--- src/hw/asu_pkg.sv ---
// asu_pkg: constants and types shared by the serial channel files
package asu_pkg;
  localparam int          ASU_DW         = 9;
  // sixteen ticks of the bit clock make one bit on the line
  localparam logic [3:0]  ASU_OVS_LAST   = 4'hF;
  localparam logic [3:0]  ASU_OVS_MID    = 4'h7;
  localparam logic [3:0]  ASU_OVS_HALF   = 4'h7;
  localparam logic [2:0]  ASU_DIV8_LAST  = 3'h7;
  localparam logic [4:0]  ASU_DIV32_LAST = 5'h1F;
  localparam logic [1:0]  ASU_SRC_F1     = 2'h0;
  localparam logic [1:0]  ASU_SRC_F8     = 2'h1;
  localparam logic [1:0]  ASU_SRC_F32    = 2'h2;
  localparam logic [1:0]  ASU_LEN7       = 2'h0;
  localparam logic [1:0]  ASU_LEN8       = 2'h1;
  localparam logic [1:0]  ASU_LEN9       = 2'h2;
  localparam logic [3:0]  ASU_NB7        = 4'h7;
  localparam logic [3:0]  ASU_NB8        = 4'h8;
  localparam logic [3:0]  ASU_NB9        = 4'h9;
  localparam logic [8:0]  ASU_MASK9      = 9'h1FF;
  localparam logic [1:0]  ASU_FIFO_DEPTH = 2'h2;

  typedef enum logic [2:0] {
    ASU_TX_IDLE  = 3'b000,
    ASU_TX_START = 3'b001,
    ASU_TX_DATA  = 3'b010,
    ASU_TX_PAR   = 3'b011,
    ASU_TX_STOP  = 3'b100,
    ASU_TX_HOLD  = 3'b101
  } asu_tx_t;

  typedef enum logic [2:0] {
    ASU_RX_IDLE  = 3'b000,
    ASU_RX_START = 3'b001,
    ASU_RX_DATA  = 3'b010,
    ASU_RX_PAR   = 3'b011,
    ASU_RX_STOP  = 3'b100
  } asu_rx_t;
endpackage

--- src/hw/asu_buf_if.sv ---
// asu_buf_if: valid/ready carrier between the channel and its buffer
`timescale 1ns/1ps
interface asu_buf_if;
  import asu_pkg::*;
  logic              in_valid;
  logic              in_ready;
  logic [ASU_DW-1:0] in_data;
  logic              out_valid;
  logic              out_ready;
  logic [ASU_DW-1:0] out_data;
  modport store (input in_valid, in_data, out_ready,
                 output in_ready, out_valid, out_data);
  modport user (output in_valid, in_data, out_ready,
                input in_ready, out_valid, out_data);
endinterface

--- src/hw/asu_fifo2.sv ---
// asu_fifo2: two-entry buffer with valid and ready on both sides
`timescale 1ns/1ps
module asu_fifo2
  import asu_pkg::*;
(
  input wire logic clk_sys,
  input wire logic rst_n,
  asu_buf_if.store b
);
  typedef struct packed {
    logic [ASU_DW-1:0] d0;
    logic [ASU_DW-1:0] d1;
    logic [1:0]        cnt;
  } asu_fifo_t;

  asu_fifo_t s_reg;
  asu_fifo_t s_next;
  logic      push;
  logic      pop;

  assign b.in_ready  = (s_reg.cnt != ASU_FIFO_DEPTH);
  assign b.out_valid = (s_reg.cnt != 2'h0);
  assign b.out_data  = s_reg.d0;

  always_comb begin
    push   = b.in_valid & b.in_ready;
    pop    = b.out_ready & b.out_valid;
    s_next = s_reg;
    unique case ({push, pop})
      2'b10: begin
        if (s_reg.cnt == 2'h0) s_next.d0 = b.in_data;
        else s_next.d1 = b.in_data;
        s_next.cnt = s_reg.cnt + 2'h1;
      end
      2'b01: begin
        s_next.d0  = s_reg.d1;
        s_next.cnt = s_reg.cnt - 2'h1;
      end
      // both only possible with one entry held
      2'b11: s_next.d0 = b.in_data;
      2'b00: s_next = s_reg;
    endcase
  end

  always_ff @(posedge clk_sys) begin
    if (!rst_n) s_reg <= '0;
    else s_reg <= s_next;
  end
endmodule

--- src/hw/asu_uart.sv ---
// asu_uart: asynchronous serial channel with smart-card options
`timescale 1ns/1ps
// Functional notes
// - from mode select until transfer, output idles high or floats if open drain
// - external transfer clock used only when selected and not smart-card channel
// - flow pin unused when disabled, else clear-to-send input or request output
// - sleep mode keeps only characters whose data MSB is one
// - data logic select inverts data on buffer write and buffer read
// - polarity reversal inverts every line level in and out, framing bits included
// - compare output and input pin levels at mid-bit of each sent bit, flag any mismatch
// - bit clock is prescaled source over sixteen times rate setting plus one
// - send only with transmit enabled and data waiting in the buffer
// - receive only with receive enabled and a start bit detected
// - transmit request on shift end or buffer move, receive on buffer load
// - overrun overwrites the receive buffer without a new receive request
// - with error output enabled a parity error drives the output low
// - sender reads the input level at transmit completion to spot far parity error
// - smart-card channel has no sleep filtering
// - frame is start, seven to nine data bits, optional parity, one or two stops
// - framing error on a missing stop bit, sum flag on any error
// - error output enabled delays transmit completion by half a bit
module asu_uart
  import asu_pkg::*;
(
  input  wire logic       clk_sys,
  input  wire logic       rst_n,
  input  wire logic       serial_in_pin,
  output wire logic       serial_out_pin,
  output wire logic       serial_out_oe_n,
  input  wire logic       transfer_clock_pin,
  input  wire logic       flow_control_in,
  output wire logic       flow_control_out,
  output wire logic       flow_control_oe_n,
  input  wire logic       sim_mode,
  input  wire logic       tx_enable,
  input  wire logic       rx_enable,
  input  wire logic       clk_ext_sel,
  input  wire logic [1:0] clk_src_sel,
  input  wire logic [7:0] brg_n,
  input  wire logic [1:0] data_len,
  input  wire logic       parity_en,
  input  wire logic       parity_even,
  input  wire logic       stop2,
  input  wire logic       msb_first,
  input  wire logic       flow_disable,
  input  wire logic       flow_rts_sel,
  input  wire logic       sleep_sel,
  input  wire logic       data_inv,
  input  wire logic       pol_inv,
  input  wire logic       open_drain,
  input  wire logic       err_sig_en,
  input  wire logic       tx_irq_on_done,
  input  wire logic       tx_wr_valid,
  input  wire logic [8:0] tx_wr_data,
  output wire logic       tx_wr_ready,
  output wire logic       tx_buf_empty,
  output wire logic [8:0] rx_data,
  output wire logic       rx_full,
  input  wire logic       rx_read,
  output wire logic       rx_overrun,
  output wire logic       rx_framing_err,
  output wire logic       rx_parity_err,
  output wire logic       rx_err_sum,
  output wire logic       tx_irq,
  output wire logic       rx_irq,
  output wire logic       collision_irq,
  output wire logic       far_parity_nak
);
  typedef struct packed {
    logic [4:0] pre;
    logic [7:0] brg;
    logic       tick;
    logic       ext_prev;
    asu_tx_t    tx_st;
    logic [3:0] tx_ovs;
    logic [3:0] tx_idx;
    logic       tx_stop2;
    logic [8:0] tx_sh;
    asu_rx_t    rx_st;
    logic [3:0] rx_ovs;
    logic [3:0] rx_idx;
    logic       rx_stop2;
    logic       rx_prev;
    logic [8:0] rx_sh;
    logic       rx_pe;
    logic       rx_fe;
    logic [8:0] rx_buf;
    logic [8:0] rx_out;
    logic       rx_full;
    logic       ovr;
    logic       fer;
    logic       per;
    logic       err_act;
    logic [3:0] err_cnt;
    logic       out;
    logic       rts_n;
    logic       tx_irq;
    logic       rx_irq;
    logic       col_irq;
    logic       nak;
  } asu_state_t;

  // line idles high and request-to-send idles deasserted
  localparam asu_state_t ASU_RST = '{out: 1'b1, rx_prev: 1'b1,
                                     rts_n: 1'b1, tx_st: ASU_TX_IDLE,
                                     rx_st: ASU_RX_IDLE, default: '0};

  asu_state_t s_reg;
  asu_state_t s_next;
  asu_buf_if  txb ();
  logic [3:0] nb;
  logic [8:0] mask;
  logic [8:0] inv_mask;
  logic       tx_pop;

  // ****************************************
  // character format and transmit buffer
  // ****************************************
  always_comb begin
    unique case (data_len)
      ASU_LEN7: nb = ASU_NB7;
      ASU_LEN9: nb = ASU_NB9;
      default:  nb = ASU_NB8;
    endcase
  end
  assign mask     = ASU_MASK9 >> (ASU_NB9 - nb);
  assign inv_mask = data_inv ? mask : 9'h000;

  assign txb.in_valid  = tx_wr_valid;
  assign txb.in_data   = tx_wr_data ^ inv_mask;
  assign txb.out_ready = tx_pop;
  assign tx_wr_ready   = txb.in_ready;
  assign tx_buf_empty  = !txb.out_valid;

  asu_fifo2 u_txbuf (
    .clk_sys (clk_sys),
    .rst_n   (rst_n),
    .b       (txb)
  );

  // ****************************************
  // next state
  // ****************************************
  always_comb begin
    logic       ext;
    logic       src_tick;
    logic       cts_ok;
    logic       rx_line;
    logic       line;
    logic       done;
    logic       fe_now;
    logic [3:0] sel_tx;
    logic [3:0] sel_rx;
    ext      = 1'b0;
    src_tick = 1'b0;
    cts_ok   = 1'b0;
    rx_line  = 1'b0;
    line     = 1'b1;
    done     = 1'b0;
    fe_now   = 1'b0;
    sel_tx   = '0;
    sel_rx   = '0;
    tx_pop   = 1'b0;
    s_next   = s_reg;
    s_next.tx_irq  = 1'b0;
    s_next.rx_irq  = 1'b0;
    s_next.col_irq = 1'b0;

    // bit clock: source over sixteen times (n+1)
    ext = clk_ext_sel & !sim_mode;
    s_next.pre      = s_reg.pre + 5'h01;
    s_next.ext_prev = transfer_clock_pin;
    if (ext) begin
      src_tick = transfer_clock_pin & !s_reg.ext_prev;
    end else begin
      unique case (clk_src_sel)
        ASU_SRC_F8:  src_tick = (s_reg.pre[2:0] == ASU_DIV8_LAST);
        ASU_SRC_F32: src_tick = (s_reg.pre == ASU_DIV32_LAST);
        default:     src_tick = 1'b1;
      endcase
    end
    s_next.tick = 1'b0;
    if (src_tick) begin
      if (s_reg.brg == 8'h00) begin
        s_next.tick = 1'b1;
        s_next.brg  = brg_n;
      end else begin
        s_next.brg = s_reg.brg - 8'h01;
      end
    end

    // ****************************************
    // transmitter
    // ****************************************
    cts_ok = flow_disable | flow_rts_sel | !flow_control_in;
    if (msb_first) sel_tx = nb - 4'h1 - s_reg.tx_idx;
    else sel_tx = s_reg.tx_idx;
    if (s_reg.tx_st == ASU_TX_IDLE) begin
      // start needs enable and a waiting word
      tx_pop = tx_enable & txb.out_valid & cts_ok;
      if (tx_pop) begin
        s_next.tx_st    = ASU_TX_START;
        s_next.tx_ovs   = '0;
        s_next.tx_sh    = txb.out_data;
        s_next.tx_stop2 = 1'b0;
        s_next.tx_irq   = !tx_irq_on_done;
      end
    end else if (s_reg.tick) begin
      s_next.tx_ovs = s_reg.tx_ovs + 4'h1;
      // collision check against the pin levels
      if (s_reg.tx_ovs == ASU_OVS_MID) begin
        s_next.col_irq = (s_reg.out != serial_in_pin);
      end
      if (s_reg.tx_st == ASU_TX_HOLD) begin
        if (s_reg.tx_ovs == ASU_OVS_HALF) done = 1'b1;
      end else if (s_reg.tx_ovs == ASU_OVS_LAST) begin
        unique case (s_reg.tx_st)
          ASU_TX_START: begin
            s_next.tx_st  = ASU_TX_DATA;
            s_next.tx_idx = '0;
          end
          ASU_TX_DATA: begin
            s_next.tx_idx = s_reg.tx_idx + 4'h1;
            if (s_reg.tx_idx == nb - 4'h1) begin
              s_next.tx_st = parity_en ? ASU_TX_PAR : ASU_TX_STOP;
            end
          end
          ASU_TX_PAR: s_next.tx_st = ASU_TX_STOP;
          ASU_TX_STOP: begin
            if (stop2 && !s_reg.tx_stop2) begin
              s_next.tx_stop2 = 1'b1;
            end else if (err_sig_en) begin
              s_next.tx_st = ASU_TX_HOLD;
            end else begin
              done = 1'b1;
            end
          end
          default: s_next.tx_st = ASU_TX_IDLE;
        endcase
      end
    end
    if (done) begin
      s_next.tx_st  = ASU_TX_IDLE;
      s_next.tx_irq = tx_irq_on_done;
      // far end pulls the line low on a parity fault
      s_next.nak = !(serial_in_pin ^ pol_inv);
    end

    // ****************************************
    // receiver
    // ****************************************
    rx_line = serial_in_pin ^ pol_inv;
    s_next.rx_prev = rx_line;
    if (msb_first) sel_rx = nb - 4'h1 - s_reg.rx_idx;
    else sel_rx = s_reg.rx_idx;
    if (s_reg.rx_st == ASU_RX_IDLE) begin
      // own error pulse must not look like a start bit
      if (rx_enable && s_reg.rx_prev && !rx_line && !s_reg.err_act) begin
        s_next.rx_st  = ASU_RX_START;
        s_next.rx_ovs = '0;
      end
    end else if (s_reg.tick) begin
      s_next.rx_ovs = s_reg.rx_ovs + 4'h1;
      unique case (s_reg.rx_st)
        ASU_RX_START: begin
          if (s_reg.rx_ovs == ASU_OVS_MID) begin
            s_next.rx_ovs   = '0;
            s_next.rx_idx   = '0;
            s_next.rx_sh    = '0;
            s_next.rx_pe    = 1'b0;
            s_next.rx_fe    = 1'b0;
            s_next.rx_stop2 = 1'b0;
            s_next.rx_st    = rx_line ? ASU_RX_IDLE : ASU_RX_DATA;
          end
        end
        ASU_RX_DATA: begin
          if (s_reg.rx_ovs == ASU_OVS_LAST) begin
            s_next.rx_sh[sel_rx] = rx_line;
            s_next.rx_idx = s_reg.rx_idx + 4'h1;
            if (s_reg.rx_idx == nb - 4'h1) begin
              s_next.rx_st = parity_en ? ASU_RX_PAR : ASU_RX_STOP;
            end
          end
        end
        ASU_RX_PAR: begin
          if (s_reg.rx_ovs == ASU_OVS_LAST) begin
            s_next.rx_pe = rx_line
                         != (^(s_reg.rx_sh & mask) ^ !parity_even);
            s_next.rx_st = ASU_RX_STOP;
          end
        end
        ASU_RX_STOP: begin
          if (s_reg.rx_ovs == ASU_OVS_LAST) begin
            fe_now = s_reg.rx_fe | !rx_line;
            s_next.rx_fe = fe_now;
            if (stop2 && !s_reg.rx_stop2) begin
              s_next.rx_stop2 = 1'b1;
            end else begin
              s_next.rx_st = ASU_RX_IDLE;
              if (s_reg.rx_pe && err_sig_en) begin
                s_next.err_act = 1'b1;
                s_next.err_cnt = '0;
              end
              // sleep filter is absent on the smart-card channel
              if (!(sleep_sel && !sim_mode)
                  || s_reg.rx_sh[nb - 4'h1]) begin
                s_next.rx_buf = s_reg.rx_sh & mask;
                s_next.fer    = fe_now;
                s_next.per    = s_reg.rx_pe;
                if (s_reg.rx_full && !rx_read) begin
                  s_next.ovr = 1'b1;
                end else begin
                  s_next.rx_irq = 1'b1;
                end
                s_next.rx_full = 1'b1;
              end
            end
          end
        end
        default: s_next.rx_st = ASU_RX_IDLE;
      endcase
    end
    // a read clears, but a new character in the same cycle wins
    if (rx_read && !(s_next.rx_full && !s_reg.rx_full)
        && s_next.rx_irq == 1'b0 && !(s_next.ovr && !s_reg.ovr)) begin
      s_next.rx_full = 1'b0;
      s_next.ovr     = 1'b0;
    end
    if (s_reg.err_act && s_reg.tick) begin
      s_next.err_cnt = s_reg.err_cnt + 4'h1;
      if (s_reg.err_cnt == ASU_OVS_LAST) s_next.err_act = 1'b0;
    end
    s_next.rx_out = s_next.rx_buf ^ inv_mask;
    s_next.rts_n  = !(rx_enable && !s_next.rx_full);

    // ****************************************
    // pin level
    // ****************************************
    unique case (s_next.tx_st)
      ASU_TX_START: line = 1'b0;
      ASU_TX_DATA:  line = s_next.tx_sh[sel_tx];
      ASU_TX_PAR:   line = ^(s_next.tx_sh & mask) ^ !parity_even;
      default:      line = 1'b1;
    endcase
    if (s_next.tx_st == ASU_TX_DATA && s_next.tx_idx != s_reg.tx_idx) begin
      line = s_next.tx_sh[msb_first ? nb - 4'h1 - s_next.tx_idx
                                    : s_next.tx_idx];
    end
    if (s_next.err_act) line = 1'b0;
    s_next.out = line ^ pol_inv;
  end

  always_ff @(posedge clk_sys) begin
    if (!rst_n) s_reg <= ASU_RST;
    else s_reg <= s_next;
  end

  // ****************************************
  // outputs
  // ****************************************
  assign serial_out_pin    = s_reg.out;
  // open drain floats the pin whenever it should read high
  assign serial_out_oe_n   = open_drain & s_reg.out;
  assign flow_control_out  = s_reg.rts_n;
  assign flow_control_oe_n = flow_disable | !flow_rts_sel;
  assign rx_data           = s_reg.rx_out;
  assign rx_full           = s_reg.rx_full;
  assign rx_overrun        = s_reg.ovr;
  assign rx_framing_err    = s_reg.fer;
  assign rx_parity_err     = s_reg.per;
  assign rx_err_sum        = s_reg.ovr | s_reg.fer | s_reg.per;
  assign tx_irq            = s_reg.tx_irq;
  assign rx_irq            = s_reg.rx_irq;
  assign collision_irq     = s_reg.col_irq;
  assign far_parity_nak    = s_reg.nak;

  // ****************************************
  // checks
  // ****************************************
  idle_high_a: assert property (
    @(posedge clk_sys) disable iff (!rst_n)
    (s_reg.tx_st == ASU_TX_IDLE && !s_reg.err_act && $past(rst_n))
    |-> serial_out_pin == !$past(pol_inv))
    else $error("idle line not high");

  start_level_a: assert property (
    @(posedge clk_sys) disable iff (!rst_n)
    (s_reg.tx_st == ASU_TX_START && !s_reg.err_act && $past(rst_n))
    |-> serial_out_pin == $past(pol_inv))
    else $error("start bit level wrong");

  tx_gate_a: assert property (
    @(posedge clk_sys) disable iff (!rst_n)
    (s_reg.tx_st == ASU_TX_IDLE && (!tx_enable || tx_buf_empty))
    |=> s_reg.tx_st == ASU_TX_IDLE)
    else $error("transmit started without enable or data");

  rx_gate_a: assert property (
    @(posedge clk_sys) disable iff (!rst_n)
    (s_reg.rx_st == ASU_RX_IDLE && !rx_enable)
    |=> s_reg.rx_st == ASU_RX_IDLE)
    else $error("receive started while disabled");

  overrun_quiet_a: assert property (
    @(posedge clk_sys) disable iff (!rst_n)
    $rose(s_reg.ovr) |-> !s_reg.rx_irq && s_reg.rx_full)
    else $error("overrun raised a receive request");

  err_low_a: assert property (
    @(posedge clk_sys) disable iff (!rst_n)
    (s_reg.err_act && $past(rst_n))
    |-> serial_out_pin == $past(pol_inv))
    else $error("error signal not driven low");

  frame_err_a: assert property (
    @(posedge clk_sys) disable iff (!rst_n)
    $rose(s_reg.fer) |-> s_reg.rx_full && rx_err_sum)
    else $error("framing error without character");

  hold_delay_a: assert property (
    @(posedge clk_sys) disable iff (!rst_n)
    (s_reg.tx_st == ASU_TX_HOLD) |-> !tx_irq)
    else $error("completion before half bit delay");

  sleep_filter_a: assert property (
    @(posedge clk_sys) disable iff (!rst_n)
    (s_reg.rx_irq && $past(sleep_sel) && !$past(sim_mode)
     && $stable(data_len))
    |-> s_reg.rx_buf[nb - 4'h1])
    else $error("sleep mode kept a zero MSB character");
endmodule

--- config.mk ---
export PLATFORM = sky130hd
export DESIGN_NAME = asu_uart
export DESIGN_NICKNAME = d
export VERILOG_FILES = /design/src/hw/asu_pkg.sv /design/src/hw/asu_buf_if.sv /design/src/hw/asu_fifo2.sv /design/src/hw/asu_uart.sv
export SDC_FILE = /design/constraint.sdc
export NUM_CORES = 1
export LEC_CHECK = 0
export BUFFER_PORTS_ARGS = -buffer_cell sky130_fd_sc_hd__buf_2
export CORE_UTILIZATION = 45
export CTS_BUF_LIST = sky130_fd_sc_hd__clkbuf_8
export CTS_CLUSTER_SIZE = 24
export DETAILED_ROUTE_END_ITERATION = 8
export SLEW_MARGIN = 0
export SYNTH_ARGS = -nofsm -noshare
export SYNTH_HDL_FRONTEND = slang
export SYNTH_SLANG_ARGS = --single-unit
--- constraint.sdc ---
create_clock -name clk_sys -period 11.5 [get_ports clk_sys]
set_clock_uncertainty 0.2 [all_clocks]
set_input_delay 0 -clock clk_sys [delete_from_list [all_inputs] [get_ports clk_sys]]
set_output_delay 0 -clock clk_sys [all_outputs]
set_load 0.005 [all_outputs]
# After elaboration in Yosys (flattened, before gate mapping)
# Index checks and enable logic that the tools add are counted.
[totals] register_bits=113 latch_bits=0 mem_bits_rw=0 romBits=0 input_bits=44 output_inout_bits=24 wordCells=308 mem_count=0
[classes] add_sub_neg=14 n_mul=0 div_mod_pow=0 order_cmp=5 eq_ne=48 shifts=1 muxes=103 bitwise=29 reduce_logical=74
[op_table] operator="two-way mux 9 bit" count=14
[op_table] operator="two-way mux 12 bit" count=3
[op_table] operator="two-way mux 3 bit" count=12
[op_table] operator="two-way mux 1 bit" count=35
[op_table] operator="two-way mux 4 bit" count=7
[op_table] operator="two-way mux 7 bit" count=4
[op_table] operator="nonzero test 2 bit" count=14
[op_table] operator="case mux 9 bit (3 select lines)" count=1
[op_table] operator="case mux 3 bit (4 select lines)" count=2
[op_table] operator="case mux 4 bit (2 select lines)" count=3
[op_table] operator="AND reduction 6 bit" count=4
[op_table] operator="adder 4 x 1 -> 4 bit, second input constant" count=5
[op_table] operator="< comparator 4 x 5 -> 1 bit, second input constant" count=4
[op_table] operator="two-way mux 10 bit" count=2
[op_table] operator="two-way mux 5 bit" count=4
[op_table] operator="zero test 1 bit" count=19
[op_table] operator="AND 9 bit" count=2
[op_table] operator="equality test 3 x 2 -> 1 bit, second input constant" count=6
[op_table] operator="inequality test 3 bit, second input constant" count=6
[op_table] operator="case mux 9 bit (2 select lines)" count=1
[op_table] operator="parity 9 bit" count=2
[op_table] operator="bitwise XOR 9 bit" count=2
[op_table] operator="logical AND 1 bit" count=17
[op_table] operator="AND reduction 5 bit" count=3
[op_table] operator="other kinds (42)" count=102

# Longest topological paths before layout
[logic_depth] ltp_word=21 ltp_mapped=18

# Cells and area by module
# A second synthesis with hierarchy kept.
[unflattened] hier_cells=780 area_unflattened_um2=6566.3
[by_module_without_submodules] module="asu_uart" instances=1 cells_each=683 area_per_inst_um2=5544.1
[by_module_without_submodules] module="asu_fifo2" instances=1 cells_each=97 area_per_inst_um2=1022.2

# Worst setup path after synthesis
# OpenSTA, ideal clock, no wires.
[synth_timing] path_kind="reg2reg" startpoint="register s_reg[71] in the netlist's numbering" endpoint="register s_reg (netlist bit serial_out_pin)" setup_ns=0.121 t_arrival_ns=3.354 required_time_ns=11.179 slack_ns=7.825 path_stages_with_launch=17 n_path_buf=1 period_less_slack_ns=3.675 path_cell_list="dfxtp_1 -> ha_1 -> and4_4 -> buf_6 -> a22oi_2 -> inv_1 -> a22o_1 -> ha_1 -> inv_1 -> fa_1 -> nand2_1 -> o211ai_2 -> mux2_1 -> o211a_1 -> o311ai_1 -> and4b_1 -> mux2_4"
[synth_rtl] item="start, declared" line="asu_uart.sv:108" rtl="asu_state_t s_reg;"
[synth_rtl] item="start signal, assigned" line="asu_uart.sv:355" rtl="else s_reg <= s_next;"

==> results.md <==
Route:
- The count of TritonRoute iterations in the first routing pass is 4.
- The first-iteration detailed-routing DRC count is 292.
- The detailed-route via count is 5,970.
- In the final routed layout, each cell accounts on average for 14.28 um.
- Once detail routing completed, the nets flagged for antenna violations numbered 0.
- For this run, design rule violations remaining after detail routing come to 0.
- The number of vias per cell is 5.383.
- The total wire length is ~16 mm.

Clocking:
- The number of H-tree levels is 4.
- The clock-pin slew of the registers on the worst-case setup and hold paths is 0.08 ns.
- The TritonCTS clock tree is done.
- The buffer type at the clock tree root is clkbuf_8.
- Counting the buffers created by CTS gives 17.
- After clock tree synthesis, the setup repair step added 0 buffers.
- The number of buffers between clock root and the deepest sink is 2.
- The clock drives 113 sinks.
- Clock latency on the worst-skew pair, taken at its later pin, is 0.44 ns.

Global route:
- The first global-routing pass estimated 26.67 mm of wire.
- The number of global-route vias before repair came to about 5,600.
- The number of antenna violations at the first check in global routing was 0.
- The maximum number of pins on one net before global-route repair is 108.
- The overall track demand over capacity in global routing is 20.84%.
- The remaining global-route overflow is 0.

Critical path:
- The start point of the critical path is s_reg[79].
- Data on the critical path is required at its endpoint by 11.64 ns.
- The destination of the worst register-to-register timing path is serial_out_pin.
- Broken down by cell family, the worst path's largest delay share belongs to simple AND/OR/NAND/NOR gates.
- The depth of the worst register-to-register path is 14.
- The classification of the worst setup path is reg -> reg.
- At the worst endpoint, the arrival time is 4.30 ns.
- Walking the worst path, the cells encountered are nand4_4, nor2_2, nand2_1, a22o_1, ha_1, inv_1, fa_1, nand2_1, o211ai_2, mux2_1, o211a_1, o311ai_1, and4b_1, mux2_4.
- The launching element type of the critical path is a register.
- The worst register-to-register path has a setup slack of 7.34 ns.
- For this run, the slowest stage of the critical path takes 0.73 ns.
- The largest fanout of any net on the critical path is 17.
- The sum of buffers and inverters on the critical path is 1.
- In this run the critical register-to-register path is launched from s_reg[79].
- The slowest cell on the critical path is dfxtp_1.
- The endpoint type of the worst setup path is a register.
- The most prevalent standard cell on the critical path is nand2_1.

Floorplanning:
- The initialized floorplan defines 44 standard-cell rows.
- The y dimension of the die is 125.7 um.
- The initial utilization of the core area, before any placement, comes to 46.68%.
- In this run the horizontal extent of the chip is 125.7 um.
- The core region area is between 10,000 and 15,000 sq um.
- The die area is around 16,000 sq um.
- For this design the top-level I/O count stands at 68.

Synthesis:
- The adder-cell share of the synthesized area is a little over 5%.
- A synthesized cell averages 8.189 sq um.
- Among all flip-flop cells after synthesis, the most frequent one is dfxtp_1.
- Of the total synthesized cell area, the portion taken by XOR and XNOR cells is 7.231%.
- The combinational family with the most area after synthesis is simple AND/OR/NAND/NOR gates.
- The mapped cell area is 6887 sq um.
- The number of flops mapped to enable cells by yosys is 0.
- The flip-flop and latch count after synthesis is 113.
- The synthesis warning total is 0.
- The net count of the mapped netlist is ~900.
- Synthesis instantiated 84 different standard cells from the library.
- The simple-gate portion of the synthesized area is 25.00%.
- The area fraction in compound gates after synthesis is between 10% and 20%.
- In the synthesized netlist the async set-or-reset flop fraction comes to 0%.
- The part of the Yosys area used for sequential elements is about a third.
- The cell count after synthesis came out at 841.
- The multiplexer area fraction after synthesis is 4.669%.

Layout:
- The count of antenna diodes in the layout is 0.
- The final instance area is between 8000 and 9000 sq um.
- From synthesis to final layout, the design area changed by 17.22%.
- The number of nets in the final layout is 982.
- In the final layout, the share of cells above drive strength 1 is between 10% and 20%.
- The flip-flop count of the largest register, all copies and words added is between 70 and 80.

Timing:
- Of the available clock period, the critical path in the final layout requires 36.16%.
- Setup repair after global routing left no endpoint under its margin.
- Headroom to the max-slew limit came out at 23.56%.
- The number of hold violations in the final report came to 0.
- The final period demand of the worst path is 4.158 ns.
- The count of final setup violators is 0.
- Timing would allow up to between 0.2 and 0.25 GHz.
- The number of max-slew violations in the final report is 0.
- At the pin with the least slew margin, the transition time is 1.144 ns.
- The setup total negative slack is 0 ns.

Status:
- The run finished with clean final reports.

Hold path:
- The hold-critical path endpoint is s_reg[44].
- Along the worst hold path, the cell count comes to 3.
- In this run the most critical hold path is launched from rst_n.
- The worst hold path belongs to the class in -> reg.

Power:
- Of the total power, the clock network draws 37.2%.
- The switching power summed over all nets is around 0.00041 W.
- The internal power is 0.0008980 W.
- Summed over all cells, the static leakage comes to 3.405 nW.
- The power density normalized to cell area is 161.8 nW/um^2.
- The share of total power dissipated in combinational logic is 25.9%.
- The switching power share of the total is 31.27%.
- The worst-case IR drop observed on VDD is 0.0001246 V.
- Sequential cells burn 37.0% of the power.

Placement:
- At the end of routability-driven placement, the weighted congestion stood at 0.8734.
- The port buffer count is 67.
- Once detailed placement completed, the half-perimeter wirelength came to 11.31 mm.
- After detailed placement, the total cell area comes to 7204 sq um.

Job:
- The total of max-cap violations is 0.
cells in the mapped netlist (6+ instances only):
cell / count / area share [%]
a21boi_0: 10 / 1.1
a21oi_1: 39 / 2.8
a31oi_1: 9 / 0.82
and2_1: 44 / 4.0
and3_1: 21 / 1.9
buf_2: 9 / 0.65
buf_4: 9 / 0.98
clkbuf_1: 29 / 1.6
dfxtp_1: 113 / 33
ha_1: 23 / 4.2
inv_1: 30 / 1.6
mux2i_1: 25 / 3.6
nand2_1: 100 / 5.5
nand2b_1: 13 / 1.2
nand3_1: 17 / 1.2
nor2_1: 63 / 3.4
nor2b_1: 41 / 3.7
nor3_1: 10 / 0.73
o211a_1: 11 / 1.6
o21a_1: 10 / 1.1
o21ai_0: 54 / 3.9
o21ai_1: 6 / 0.44
xnor2_1: 45 / 5.7
xor2_1: 10 / 1.3
layout make-up:
cell class	count	area [sq um]
Sequential cell	113	2262
Clock inverter	13	256.5
Inverter	32	120.1
Fill cell	1401	6681
Clock buffer	19	261.5
Tap cell	184	230.2
Timing Repair Buffer	106	715.7
Multi-Input combinational cell	642	4227
metrics by stage:
step | power (W) | worst slack [ns] | util (%) | cells | hold WS, ns
detailed placement | 0.0008202 | 7.387 | 48.83 | 1042 | 0.02610
global route | 0.001389 | 7.123 | 54.72 | 1109 | 0.03255
global placement | 0.0008052 | 7.577 | 48.83 | 1042 | 0.02630
floorplan | 0.0007445 | 7.825 | - | 841 | -0.1519
CTS | 0.001318 | 7.367 | 54.72 | 1109 | 0.008041
finish | 0.001307 | 7.342 | 54.72 | 1109 | 0.02318
power by group through the flow:
stage | clock network (W) | logic (W) | registers [W]
global route | 0.000514 | 0.000385 | 0.000490
detailed placement | 0 | 0.000329 | 0.000491
finish | 0.000486 | 0.000338 | 0.000483
CTS | 0.000495 | 0.000341 | 0.000483
global placement | 0 | 0.000318 | 0.000487
floorplan | 0 | 0.000274 | 0.000470
placed cells by master (no fill, tap or decap), types with 3 or more instances in the layout:
cell and instances:
a41oi_1 3, o21ai_0 54, o221a_2 3, and3_1 21, and2_1 44, nor2b_1 41, nand2_1 100, fa_1 3
xnor2_1 45, nor2_1 63, xor2_1 10, o21ai_1 6, clkbuf_8 19, clkinvlp_4 5, inv_1 30, a21boi_0 10
o211ai_1 3, ha_1 23, nand2b_1 13, mux2i_1 25, nor3_1 10, nand3_1 17, dfxtp_1 113, o211a_1 11
or3_1 4, nand4_1 4, buf_2 67, a22oi_1 3, dlygate4sd3_1 35, a21oi_1 39, o21a_1 10, a211oi_1 3
a31oi_1 9, o22ai_1 4, buf_4 4, a32oi_1 3, bufinv_16 7
cell families (layout without fill, tap and decap cells):
family | Yosys count | after routing
AND/OR/NAND/NOR | 337 | 337
buffers and inverters | 86 | 170
XOR/XNOR | 56 | 56
multiplexers | 30 | 30
AO/OA/AOI/OAI | 193 | 193
flip-flops | 113 | 113
adder cells (fa/ha/maj) | 26 | 26
layer usage:
layer	vias up	part of all wire, %	global-route usage (%)
met5	-	0	0
met4	0	1.7	8.178
met3	18	3.6	4.333
met2	120	48	34.93
met1	2789	47	26.16
li1	3043	-	-
worst min-delay path, stage by stage:
cell and delay [ns]:
buf_2 0.10, buf_4 0.36, nand2_1 0.14
worst max-delay path by stage:
stage,endpoint,cells past startpoint
floorplan,serial_out_pin,16
CTS,serial_out_pin,14
finish,serial_out_pin,14
global route,serial_out_pin,14
global placement,serial_out_pin,14
detailed placement,serial_out_pin,14
repair_timing:
action                    in CTS  in global routing
hold buffers                  35                  0
gates resized for setup        0                  0
hold endpoints to repair      65                  0
No activity file was read; power rests on OpenSTA's default activity.
